--- config.mk ---
export PLATFORM = sky130hd
export DESIGN_NAME = mult_branch_opcode_decoder
export DESIGN_NICKNAME = d
export VERILOG_FILES = /design/src/design/opdec_pkg.sv /design/src/design/opcode_match.sv /design/src/design/mult_branch_opcode_decoder.sv
export SDC_FILE = /design/constraint.sdc
export NUM_CORES = 1
export LEC_CHECK = 0
export BUFFER_PORTS_ARGS = -buffer_cell sky130_fd_sc_hd__buf_2
export CAP_MARGIN = 20
export CORE_ASPECT_RATIO = 0.6
export CORE_MARGIN = 5
export CORE_UTILIZATION = 31
export DETAILED_ROUTE_END_ITERATION = 6
export SLEW_MARGIN = 0
export SYNTH_ARGS = -nofsm -noshare
export SYNTH_HDL_FRONTEND = slang
export SYNTH_HIERARCHICAL = 1
export SYNTH_SLANG_ARGS = --single-unit
--- constraint.sdc ---
create_clock -name i_clk -period 5.15 [get_ports i_clk]
set_input_delay 1.2875 -clock i_clk [delete_from_list [all_inputs] [get_ports i_clk]]
set_output_delay 1.2875 -clock i_clk [all_outputs]
set_load 0.02 [all_outputs]
--- src/design/opdec_pkg.sv ---
package opdec_pkg;

    // ------------------------------------------------------------
    // operation codes
    // ------------------------------------------------------------
    typedef enum logic [5:0] {
        OP_NONE                 = 6'h00,
        OP_ADD_PRODUCT_TO_ACC   = 6'h01,
        OP_COPY_PRODUCT_TO_ACC  = 6'h02,
        OP_SUB_PRODUCT_FROM_ACC = 6'h03,
        OP_LOAD_FACTOR_REG      = 6'h04,
        OP_LOAD_FACTOR_ADD_PREV = 6'h05,
        OP_LOAD_FACTOR_MOVE     = 6'h06,
        OP_LOAD_FACTOR_COPY_PROD = 6'h07,
        OP_LOAD_FACTOR_SUB_PREV = 6'h08,
        OP_LOAD_PRODUCT_HIGH    = 6'h09,
        OP_MULT_ACCUMULATE_PROG = 6'h0A,
        OP_MULT_ACCUMULATE_MOVE = 6'h0B,
        OP_MULTIPLY_BY_FACTOR   = 6'h0C,
        OP_MULTIPLY_UNSIGNED    = 6'h0D,
        OP_MULTIPLY_IMMEDIATE   = 6'h0E,
        OP_MULTIPLY_ADD_PREV    = 6'h0F,
        OP_MULTIPLY_SUB_PREV    = 6'h10,
        OP_STORE_PRODUCT_HIGH   = 6'h11,
        OP_STORE_PRODUCT_LOW    = 6'h12,
        OP_SET_PRODUCT_SHIFT    = 6'h13,
        OP_SQUARE_ADD           = 6'h14,
        OP_SQUARE_SUB           = 6'h15,
        OP_JUMP_VIA_ACC         = 6'h16,
        OP_JUMP_ALWAYS          = 6'h17,
        OP_JUMP_AUX_NONZERO     = 6'h18,
        OP_JUMP_FLAG_SET        = 6'h19,
        OP_JUMP_FLAG_CLEAR      = 6'h1A,
        OP_JUMP_ACC_NONNEG      = 6'h1B,
        OP_JUMP_ACC_POSITIVE    = 6'h1C,
        OP_JUMP_IO_PIN_LOW      = 6'h1D,
        OP_JUMP_ON_CARRY        = 6'h1E
    } op_type;

    // ------------------------------------------------------------
    // fixed encodings
    // ------------------------------------------------------------
    localparam logic [15:0] ENC_ADD_PRODUCT = 16'hCE15;
    localparam logic [15:0] ENC_COPY_PRODUCT = 16'hCE14;
    localparam logic [15:0] ENC_SUB_PRODUCT = 16'hCE16;
    localparam logic [13:0] ENC_SET_SHIFT = 14'h3382;
    localparam logic [14:0] ENC_JUMP_ACC = 15'h6712;
    localparam logic [2:0] ENC_MUL_IMM = 3'h5;
    localparam logic [7:0] UB_LOAD_FACTOR = 8'h3C;
    localparam logic [7:0] UB_LOAD_FACTOR_ADD = 8'h3D;
    localparam logic [7:0] UB_LOAD_FACTOR_MOVE = 8'h3F;
    localparam logic [7:0] UB_LOAD_FACTOR_COPY = 8'h3E;
    localparam logic [7:0] UB_LOAD_FACTOR_SUB = 8'h5B;
    localparam logic [7:0] UB_LOAD_PROD_HIGH = 8'h53;
    localparam logic [7:0] UB_MAC_PROG = 8'h5D;
    localparam logic [7:0] UB_MAC_MOVE = 8'h5C;
    localparam logic [7:0] UB_MUL_FACTOR = 8'h38;
    localparam logic [7:0] UB_MUL_UNSIGNED = 8'hCF;
    localparam logic [7:0] UB_MUL_ADD = 8'h3A;
    localparam logic [7:0] UB_MUL_SUB = 8'h3B;
    localparam logic [7:0] UB_STORE_HIGH = 8'h7D;
    localparam logic [7:0] UB_STORE_LOW = 8'h7C;
    localparam logic [7:0] UB_SQUARE_ADD = 8'h39;
    localparam logic [7:0] UB_SQUARE_SUB = 8'h5A;
    localparam logic [7:0] UB_JUMP = 8'hFF;
    localparam logic [7:0] UB_JUMP_AUX = 8'hFB;
    localparam logic [7:0] UB_JUMP_FLAG_SET = 8'hF9;
    localparam logic [7:0] UB_JUMP_FLAG_CLR = 8'hF8;
    localparam logic [7:0] UB_JUMP_NONNEG = 8'hF4;
    localparam logic [7:0] UB_JUMP_POS = 8'hF1;
    localparam logic [7:0] UB_JUMP_IO = 8'hFA;
    localparam logic [7:0] UB_JUMP_CARRY = 8'h5E;

    // ------------------------------------------------------------
    // field positions and reset values
    // ------------------------------------------------------------
    localparam int IND_BIT = 7;
    localparam logic [1:0] LEN_ONE = 2'h1;
    localparam logic [1:0] LEN_TWO = 2'h2;
    localparam logic [15:0] RESET_WORD = 16'h0000;

    // ------------------------------------------------------------
    // decoded instruction
    // ------------------------------------------------------------
    typedef struct packed {
        op_type op;
        logic [1:0] length;
        logic indirect;
        logic [6:0] direct_addr;
        logic [6:0] aux_update;
        logic [12:0] immediate;
        logic [1:0] product_shift_sel;
        logic [15:0] target;
        logic is_branch;
        logic known;
    } decoded_type;

    typedef struct packed {
        logic acc_nonneg;
        logic acc_positive;
        logic aux_nonzero;
        logic test_control_flag;
        logic io_pin;
        logic carry;
    } cond_type;

endpackage

--- src/design/opcode_match.sv ---
`timescale 1ns/10ps
module opcode_match (
    input wire logic [15:0] i_word,
    output opdec_pkg::decoded_type o_dec
);
    import opdec_pkg::*;

    logic [7:0] ub;
    assign ub = i_word[15:8];

    // ------------------------------------------------------------
    // combinational match
    // ------------------------------------------------------------
    always_comb begin
        o_dec = '0;
        o_dec.op = OP_NONE;
        o_dec.length = LEN_ONE;
        o_dec.indirect = i_word[IND_BIT];
        o_dec.direct_addr = i_word[6:0];
        o_dec.aux_update = i_word[6:0];
        o_dec.immediate = i_word[12:0];
        o_dec.product_shift_sel = i_word[1:0];
        o_dec.known = 1'b1;
        // full-word codes win over shorter masked codes sharing 0xCE
        if (i_word == ENC_ADD_PRODUCT) begin
            o_dec.op = OP_ADD_PRODUCT_TO_ACC;
        end else if (i_word == ENC_COPY_PRODUCT) begin
            o_dec.op = OP_COPY_PRODUCT_TO_ACC;
        end else if (i_word == ENC_SUB_PRODUCT) begin
            o_dec.op = OP_SUB_PRODUCT_FROM_ACC;
        end else if (i_word[15:2] == ENC_SET_SHIFT) begin
            o_dec.op = OP_SET_PRODUCT_SHIFT;
        end else if (i_word[15:1] == ENC_JUMP_ACC) begin
            o_dec.op = OP_JUMP_VIA_ACC;
            o_dec.is_branch = 1'b1;
        end else if (i_word[15:13] == ENC_MUL_IMM) begin
            o_dec.op = OP_MULTIPLY_IMMEDIATE;
        end else begin
            unique case (ub)
                UB_LOAD_FACTOR: o_dec.op = OP_LOAD_FACTOR_REG;
                UB_LOAD_FACTOR_ADD: o_dec.op = OP_LOAD_FACTOR_ADD_PREV;
                UB_LOAD_FACTOR_MOVE: o_dec.op = OP_LOAD_FACTOR_MOVE;
                UB_LOAD_FACTOR_COPY: o_dec.op = OP_LOAD_FACTOR_COPY_PROD;
                UB_LOAD_FACTOR_SUB: o_dec.op = OP_LOAD_FACTOR_SUB_PREV;
                UB_LOAD_PROD_HIGH: o_dec.op = OP_LOAD_PRODUCT_HIGH;
                UB_MUL_FACTOR: o_dec.op = OP_MULTIPLY_BY_FACTOR;
                UB_MUL_UNSIGNED: o_dec.op = OP_MULTIPLY_UNSIGNED;
                UB_MUL_ADD: o_dec.op = OP_MULTIPLY_ADD_PREV;
                UB_MUL_SUB: o_dec.op = OP_MULTIPLY_SUB_PREV;
                UB_STORE_HIGH: o_dec.op = OP_STORE_PRODUCT_HIGH;
                UB_STORE_LOW: o_dec.op = OP_STORE_PRODUCT_LOW;
                UB_SQUARE_ADD: o_dec.op = OP_SQUARE_ADD;
                UB_SQUARE_SUB: o_dec.op = OP_SQUARE_SUB;
                UB_MAC_PROG: begin
                    o_dec.op = OP_MULT_ACCUMULATE_PROG;
                    o_dec.length = LEN_TWO;
                end
                UB_MAC_MOVE: begin
                    o_dec.op = OP_MULT_ACCUMULATE_MOVE;
                    o_dec.length = LEN_TWO;
                end
                UB_JUMP: o_dec.op = OP_JUMP_ALWAYS;
                UB_JUMP_AUX: o_dec.op = OP_JUMP_AUX_NONZERO;
                UB_JUMP_FLAG_SET: o_dec.op = OP_JUMP_FLAG_SET;
                UB_JUMP_FLAG_CLR: o_dec.op = OP_JUMP_FLAG_CLEAR;
                UB_JUMP_NONNEG: o_dec.op = OP_JUMP_ACC_NONNEG;
                UB_JUMP_POS: o_dec.op = OP_JUMP_ACC_POSITIVE;
                UB_JUMP_IO: o_dec.op = OP_JUMP_IO_PIN_LOW;
                UB_JUMP_CARRY: o_dec.op = OP_JUMP_ON_CARRY;
                default: o_dec.known = 1'b0;
            endcase
            // two-word branches need bit 7 set, else not ours
            if (o_dec.op inside {OP_JUMP_ALWAYS, OP_JUMP_AUX_NONZERO, OP_JUMP_FLAG_SET,
                    OP_JUMP_FLAG_CLEAR, OP_JUMP_ACC_NONNEG, OP_JUMP_ACC_POSITIVE,
                    OP_JUMP_IO_PIN_LOW, OP_JUMP_ON_CARRY}) begin
                if (i_word[IND_BIT]) begin
                    o_dec.length = LEN_TWO;
                    o_dec.is_branch = 1'b1;
                end else begin
                    o_dec.op = OP_NONE;
                    o_dec.known = 1'b0;
                end
            end
        end
    end
endmodule

--- src/design/mult_branch_opcode_decoder.sv ---
`timescale 1ns/10ps
module mult_branch_opcode_decoder (
    input wire logic i_clk,
    input wire logic i_rst,
    input wire logic i_word_valid,
    input wire logic [15:0] i_word,
    input wire opdec_pkg::cond_type i_cond,
    output opdec_pkg::decoded_type o_dec,
    output logic o_dec_valid,
    output logic o_branch_taken,
    output logic o_need_word
);
    import opdec_pkg::*;

    // ------------------------------------------------------------
    // state
    // ------------------------------------------------------------
    typedef enum logic [0:0] {
        ST_FIRST = 1'b0,
        ST_SECOND = 1'b1
    } state_type;

    state_type state_q;
    decoded_type match;
    decoded_type held_q;
    decoded_type dec_q;
    logic valid_q;
    logic taken_q;
    logic cond_ok;
    decoded_type final_dec;

    opcode_match u_match (
        .i_word(i_word),
        .o_dec(match)
    );

    // ------------------------------------------------------------
    // sequencing
    // ------------------------------------------------------------
    always_ff @(posedge i_clk) begin
        if (i_rst) begin
            state_q <= ST_FIRST;
        end else if (i_word_valid) begin
            unique case (state_q)
                ST_FIRST: begin
                    if (match.length == LEN_TWO) begin
                        state_q <= ST_SECOND;
                    end
                end
                ST_SECOND: state_q <= ST_FIRST;
            endcase
        end
    end

    always_ff @(posedge i_clk) begin
        if (i_rst) begin
            held_q <= '0;
        end else if (i_word_valid && state_q == ST_FIRST) begin
            held_q <= match;
        end
    end

    // ------------------------------------------------------------
    // completion and condition
    // ------------------------------------------------------------
    always_comb begin
        final_dec = held_q;
        final_dec.target = i_word;
        unique case (held_q.op)
            OP_JUMP_ALWAYS: cond_ok = 1'b1;
            OP_JUMP_AUX_NONZERO: cond_ok = i_cond.aux_nonzero;
            OP_JUMP_FLAG_SET: cond_ok = i_cond.test_control_flag;
            OP_JUMP_FLAG_CLEAR: cond_ok = !i_cond.test_control_flag;
            OP_JUMP_ACC_NONNEG: cond_ok = i_cond.acc_nonneg;
            OP_JUMP_ACC_POSITIVE: cond_ok = i_cond.acc_positive;
            OP_JUMP_IO_PIN_LOW: cond_ok = !i_cond.io_pin;
            OP_JUMP_ON_CARRY: cond_ok = i_cond.carry;
            default: cond_ok = 1'b0;
        endcase
    end

    // conditions sampled with the second word, the last moment before execute
    always_ff @(posedge i_clk) begin
        if (i_rst) begin
            dec_q <= '0;
            valid_q <= 1'b0;
            taken_q <= 1'b0;
        end else begin
            valid_q <= 1'b0;
            taken_q <= 1'b0;
            if (i_word_valid && state_q == ST_SECOND) begin
                dec_q <= final_dec;
                valid_q <= 1'b1;
                taken_q <= cond_ok;
            end else if (i_word_valid && match.length == LEN_ONE) begin
                dec_q <= match;
                valid_q <= 1'b1;
                taken_q <= match.op == OP_JUMP_VIA_ACC;
            end
        end
    end

    assign o_dec = dec_q;
    assign o_dec_valid = valid_q;
    assign o_branch_taken = taken_q;
    assign o_need_word = state_q == ST_SECOND;
endmodule

==> results.yml, run 1 <==
outcome:
  status: "finished, final reports clean"
flow_run:
  timing.max_cap.violations: 0
sta:
  max_freq_mhz: 239
  setup_tns_ns: 0
  setup_slack_ns: 0.971
  worst_pin_slew_ns: 1.06
  hold_viol: 0
  fin_crit_sh: 0.811
  fin_crit_ns: 4.18
  slew_headroom: 0.292
  slew_violations: 0
  skew_ns: 0.00631
  setup_violations: 0
  hold_slack_ns: 0.456
  grt_setup_unrepaired: "false"
synth:
  syn_avg_cell_area_um2: 8.39
  synthesis.instances: 631
  yosysMostFrequentCell: "dfxtp_1"
  synth_cell_types: 59
  synth-edff-count: 0
  synthArstFlopShare: 0
  synth_commonest_cells: "dfxtp_1, nand2_1, nor2_1"
  syn_area_um2: 5290
  yosys_warnings: 6
  yosys-top-cells-area: "dfxtp_1, mux2i_1, a211oi_1"
  yosysSeqAreaShare: 0.374
  synth_top_flop_cell: "dfxtp_1"
  ys_ff_latch: 99
  synth_top_cell_by_area: "dfxtp_1"
  synth_top_cell_area_share: 0.374
global_routing:
  grt_util_all_layers: 0.142
  overflow: 0
  grt_max_degree: 101
  antenna_found_initial: 0
  grt_pass1_wl_um: 22600
  grt_pass1_vias: 3972
placed_design:
  dp_hpwl_um: 9400
  gp_congestion: 0.911
  pre_cts_ws_ns: 0.693
  io_buffers: 83
detailed_routing:
  vias_per_cell: 4.95
  wl_per_cell_um: 16.0
  ant_nets: 0
  vias: 4390
  wl_um: 14200
  drt-initial-drc-count: 360
  post-route-drc-count: 0
  firstDrtPassIters: 5
clocking:
  cts.sinks: 99
  clk_pin_slew_ns: 0.07
  clk_latency_ns: 0.34
  cts_buffers: 9
  cts_resized: 0
  post-cts-setup-buffers: 0
  cts_buffer_depth: 2
  ctsHtreeMaxLevel: 3
  ctsHoldBuffers: 0
  root_buffer: "clkbuf_16"
  cts_tree: "done"
worst_setup_path:
  worstSetupEndpointType: "flip-flop"
  worstSetupStartpointType: "primary input"
  cp.arrival_ns: 4.36
  crit_fanout: 34
  cp.required_ns: 5.33
  rrSetupSlack_ns: 3.17
  critPathKind: "in -> reg"
floorplanning:
  die_w_um: 179
  die_h_um: 111
  start_util: 0.312
  coreArea_um2: 16900
  rows: 37
  die-area_um2: 19900
  ios: 84
pwr:
  power.leakage_nw: 2.46
  power_density_nw_per_um2: 298
  power_mw: 1.70
  ir_drop_uv: 133
hold_path:
  min_path_type: "reg -> reg"
cells_and_area:
  antennaDiodeCount: 0
  drive_gt1_frac: 0.176
  final_nets: 673
  syn_to_final_growth_pct: 8.18
cells in the final DEF, fill, tap and decap left out, drive strengths merged, types with 3 or more instances in the layout:
master / n
nor3: 3
o21ai: 7
nand4b: 3
nor2: 63
o211ai: 4
o22ai: 4
nand2: 93
nand3: 11
a21oi: 50
nor2b: 5
o311ai: 3
nand3b: 6
buf: 86
o31ai: 3
a211oi: 59
clkbuf: 11
conb: 17
nor4: 5
or2: 3
nand4: 5
mux2i: 55
dfxtp: 99
inv: 8
nand2b: 9
or3: 5
worst paths after layout:
kind                               startpoint            end  depth (start not counted)
worst max register to register    o_need_word      o_dec[25]                          4
worst min register to register  final_dec[23]  final_dec[23]                          2
worst max-delay path                i_word[8]      o_dec[20]                         11
worst min-delay path            final_dec[23]  final_dec[23]                          2
sequential cells by signal, indices dropped and copies added, names as in the netlist:
register,cells
o_dec_valid,1
o_need_word,1
o_dec,56
o_branch_taken,1
final_dec,40
stage by stage:
| stage | utilization | cell area (µm²) | cells |
|---|---|---|---|
| finish | 0.338 | 5730 | 887 |
| global route | 0.338 | 5730 | 887 |
| CTS | 0.338 | 5730 | 887 |
| detailed placement | 0.322 | 5460 | 871 |
| global placement | 0.322 | 5460 | 871 |
| floorplan | - | 5350 | 647 |
critical path, cell delays in order:
cell and delay (ns):
buf_2 0.33, nand3b_1 0.20, a211oi_1 0.41, nor3_1 0.11, and4_1 0.22, o31a_1 0.28, o21ai_0 0.39, nand3b_4 0.22
buf_4 0.49, mux2i_1 0.27, a211oi_1 0.09
area by class of cell:
type | count | area (µm²)
fill | 1841 | 11200
multi-input combinational | 445 | 2710
sequential | 99 | 1980
timing repair buffer | 86 | 440
tap | 234 | 293
clock buffer | 11 | 233
clock inverter | 5 | 37.5
inverter | 7 | 26.3
layer usage:
metal,vias up,global-route usage,wire [µm]
li1,2193,-,-
met3,6,0.0419,1050
met5,-,0,0
met2,131,0.194,5690
met4,0,0.0235,64
met1,2060,0.221,7370
where the power goes:
part / leakage [nW] / internal [mW] / switching [mW]
Sequential: 0.815 / 0.807 / 0.0234
Combinational: 1.52 / 0.0850 / 0.158
Clock: 0.126 / 0.330 / 0.301
Total: 2.46 / 1.22 / 0.482
kinds of logic (layout without fill, tap and decap cells):
family                    Yosys count  count (layout)  share of synthesized area
buffers and inverters             103             109                      0.127
and+or+nand+nor                   225             225                      0.207
AOI/OAI and AO/OA                 145             145                      0.182
DFF                                99              99                      0.374
xor gates and xnor gates            3               3                    0.00497
other                               1              17                   0.000709
muxes                              55              55                      0.104
Note: power is estimated with default switching activity, not from simulation.
==> run 2: changes to the inputs <==
clock period = 3.8 ns   (was 5.15 ns; I/O delays follow)
==> results.yml, run 2 (synthesized netlist as in run 1, its figures left out) <==
cells_and_area:
  largest_reg_flops: 56
  fin_util: 0.347
  ff_latch_area_um2: 1980
  multi_input_area_um2: 2710
  mostFrequentLayoutCells: "dfxtp_1, nand2_1, buf_2, nor2_1, a211oi_1"
  syn_to_final_growth_pct: 11.2
  fillCellCount: 1817
  final_area_um2: 5880
  final_common_cell: "dfxtp_1"
  antennaDiodeCount: 0
  drive_gt1_frac: 0.193
  final_nets: 684
worst_setup_path:
  cp.required_ns: 4.00
  crit_chain: "buf_2 > nand3b_1 > a211oi_1 > nor3_1 > and4_1 > o31a_1 > o21ai_0 > nand3b_4 > buf_12 > mux2i_1 > a211oi_1"
  crit_fanout: 22
  cp.arrival_ns: 3.44
  worstSetupPathDepth: 11
  worstSetupEndpointType: "flip-flop"
  path_common_cell: "a211oi_1"
  reg2reg_depth: 3
  slowest_stage: "a211oi_1"
  cpPeakStageDelay_ns: 0.33
  critPathTopFamily: "compound AO/OA/AOI/OAI gates"
  worstSetupStartpointType: "primary input"
  critPathKind: "in -> reg"
  critical_path_buf_inv_count: 2
floorplanning:
  die_h_um: 111
  coreArea_um2: 16900
  rows: 37
  die_w_um: 179
  die-area_um2: 19900
  ios: 84
  start_util: 0.312
global_routing:
  grt_pass1_wl_um: 22900
  grt_util_all_layers: 0.145
  grt_max_degree: 66
  antenna_found_initial: 0
  overflow: 0
  grt_pass1_vias: 4054
sta:
  hold_viol: 0
  grt_setup_unrepaired: "false"
  setup_tns_ns: 0
  max_freq_mhz: 308
  skew_ns: 0.0113
  worst_pin_slew_ns: 0.870
  fin_crit_sh: 0.854
  slew_violations: 0
  slew_headroom: 0.420
  setup_violations: 0
  setup_slack_ns: 0.555
  fin_crit_ns: 3.25
detailed_routing:
  post-route-drc-count: 0
  vias: 4452
  ant_nets: 0
  wl_um: 14200
  firstDrtPassIters: 5
  drt-initial-drc-count: 341
  vias_per_cell: 4.96
  wl_per_cell_um: 15.8
placed_design:
  io_buffers: 83
  gp_congestion: 0.922
  pre_cts_ws_ns: 0.205
  place_area_um2: 5590
  dp_hpwl_um: 9910
pwr:
  power.leakage_nw: 2.55
  power_density_nw_per_um2: 404
  ir_drop_uv: 183
clocking:
  root_buffer: "clkbuf_16"
  cts_resized: 0
  ctsHoldBuffers: 0
  clk_latency_ns: 0.35
  clk_pin_slew_ns: 0.08
  cts.sinks: 99
  cts_buffer_depth: 2
  post-cts-setup-buffers: 0
  ctsHtreeMaxLevel: 3
  cts_buffers: 9
  cts_tree: "done"
hold_path:
  holdPathStages: 2
  min_path_type: "reg -> reg"
outcome:
  status: "finished, final reports clean"
flow_run:
  timing.max_cap.violations: 0
[run 2: cell types whose count changed in the layout (fill, tap and decap cells not counted), sizes merged]
cell and delta:
buf +11, clkbuf -2, inv +2, clkinv +1, clkinvlp -1
[run 2: area by class of cell]
class	count	share of cell area
multi-input cells	445	0.461
flip-flops and latches	99	0.337
repair buffers	97	0.0974
well taps	234	0.0498
clock buffers	9	0.0383
clock inverters	7	0.0121
inverters	7	0.00447
[run 2: stage by stage]
stage / hold WS, ns / power (mW) / cells
after global routing: 0.475 / 2.50 / 898
after floorplan: 0.437 / 1.41 / 647
final: 0.455 / 2.38 / 898
after CTS: 0.459 / 2.41 / 898
after detailed placement: 0.448 / 1.49 / 882
after global placement: 0.444 / 1.49 / 882
[run 2: path summary, 6_finish.rpt]
path | from | end | slack, ns
max | i_word[8] | o_dec[25] | 0.55
min | final_dec[33] | final_dec[33] | 0.46
max reg2reg | o_need_word | o_dec[31] | 2.00
min reg2reg | final_dec[33] | final_dec[33] | 0.46
[run 2: tightest hold or removal path: stages, from the launching register on]
cell and delay, ns:
dfxtp_1 0.31, nand2_1 0.05, a21oi_1 0.05
[run 2: power by group]
part,switching (mW),internal (mW),leakage (nW)
sequential,0.0329,1.09,0.815
clock,0.449,0.464,0.144
combinational,0.214,0.126,1.59
[run 2: metal layers]
metal	wire length, µm	GRT usage
met2	5710	0.196
met4	80	0.0327
met3	984	0.0395
met5	0	0
met1	7440	0.225
==> run 3: changes to the inputs <==
PLACE_DENSITY_LB_ADDON = 0.15   (was not set)
==> results.yml, run 3 (synthesized netlist as in run 1, its figures left out) <==
worst_setup_path:
  worstSetupStartpointType: "primary input"
  critPathTopFamily: "simple AND/OR/NAND/NOR gates"
  crit_fanout: 26
  critPathKind: "in -> reg"
  slowest_stage: "nor4b_1"
  worstSetupEndpointType: "flip-flop"
  reg2reg_depth: 3
  critical_path_buf_inv_count: 2
  worstSetupPathDepth: 11
  cpPeakStageDelay_ns: 0.53
  cp.arrival_ns: 3.68
  crit_chain: "buf_2 > nand4_2 > nor4b_1 > nor3_1 > and4_1 > o31a_1 > o21ai_0 > nand3b_4 > buf_12 > mux2i_1 > a211oi_1"
  cp.required_ns: 4.05
sta:
  fin_crit_sh: 0.902
  fin_crit_ns: 3.43
  slew_violations: 0
  hold_slack_ns: 0.457
  setup_violations: 0
  setup_tns_ns: 0
  skew_ns: 0.0108
  hold_viol: 0
  setup_slack_ns: 0.373
  worst_pin_slew_ns: 0.897
  grt_setup_unrepaired: "false"
  max_freq_mhz: 292
  slew_headroom: 0.402
flow_run:
  timing.max_cap.violations: 0
pwr:
  power.switching_mw: 0.667
  power_density_nw_per_um2: 410
  p_int_mw: 1.75
  seqPwrFrac: 0.466
  power.leakage_nw: 2.56
  sw_frac_of_total: 0.276
  combinationalPowerShare: 0.143
  power_mw: 2.42
  power_frac_clock: 0.391
  ir_drop_uv: 182
cells_and_area:
  largest_reg_flops: 56
  final_nets: 688
  final_common_cell: "dfxtp_1"
  mostFrequentLayoutCells: "dfxtp_1, nand2_1, buf_2, nor2_1, a211oi_1"
  stdcell_count: 902
  antennaDiodeCount: 0
  fin_util: 0.348
  final_area_um2: 5900
  syn_to_final_growth_pct: 11.4
  drive_gt1_frac: 0.196
floorplanning:
  die-area_um2: 19900
  start_util: 0.312
  rows: 37
  die_w_um: 179
  die_h_um: 111
  ios: 84
  coreArea_um2: 16900
clocking:
  cts_resized: 0
  root_buffer: "clkbuf_16"
  cts_buffers: 9
  clk_latency_ns: 0.35
  ctsHtreeMaxLevel: 3
  post-cts-setup-buffers: 0
  ctsHoldBuffers: 0
  clk_pin_slew_ns: 0.07
  cts_buffer_depth: 2
  cts_tree: "done"
  cts.sinks: 99
hold_path:
  min_path_type: "reg -> reg"
  holdPathStages: 2
placed_design:
  io_buffers: 83
  place_area_um2: 5590
  pre_cts_ws_ns: 0.0610
  dp_hpwl_um: 10600
  gp_congestion: 0.898
  placedCellCount: 886
global_routing:
  overflow: 0
  antenna_found_initial: 1
  grt_pass1_vias: 4280
  grt_util_all_layers: 0.156
  grt_pass1_wl_um: 24600
  grt_max_degree: 72
detailed_routing:
  wl_per_cell_um: 17.2
  vias: 4457
  drt-initial-drc-count: 341
  ant_nets: 0
  vias_per_cell: 4.94
  post-route-drc-count: 0
  wl_um: 15500
  firstDrtPassIters: 4
outcome:
  status: "finished, final reports clean"
## run 3: path summary, 6_finish.rpt
path	startpoint	to	slack, ns
max	i_word[13]	o_dec[11]	0.37
min	final_dec[24]	final_dec[24]	0.46
max reg2reg	o_need_word	o_dec[11]	1.92
min reg2reg	final_dec[24]	final_dec[24]	0.46
## run 3: power by group through the flow
stage,registers (mW),logic (mW),clock network [mW]
after floorplan,1.18,0.228,0
after global placement,1.15,0.344,0
after detailed placement,1.15,0.348,0
after CTS,1.13,0.350,0.967
after global routing,1.13,0.381,1.01
final,1.13,0.347,0.946
## run 3: cell type report
class	count	area, µm²
Fill cell	1825	11000
Multi-Input combinational cell	445	2710
Sequential cell	99	1980
Timing Repair Buffer	101	578
Tap cell	234	293
Clock buffer	11	243
Clock inverter	5	60.1
Inverter	7	26.3
## run 3: tightest hold or removal path, stage by stage, from the launching register on
cell and delay, ns:
dfxtp_1 0.31, nand2_1 0.05, a21oi_1 0.05
## run 3: layer usage
layer | up-vias | global-route usage | part of all wire
li1 | 2230 | - | -
met1 | 2091 | 0.241 | 0.52
met2 | 122 | 0.219 | 0.40
met3 | 14 | 0.0348 | 0.072
met4 | 0 | 0.0286 | 0.0081
met5 | - | 0 | 0
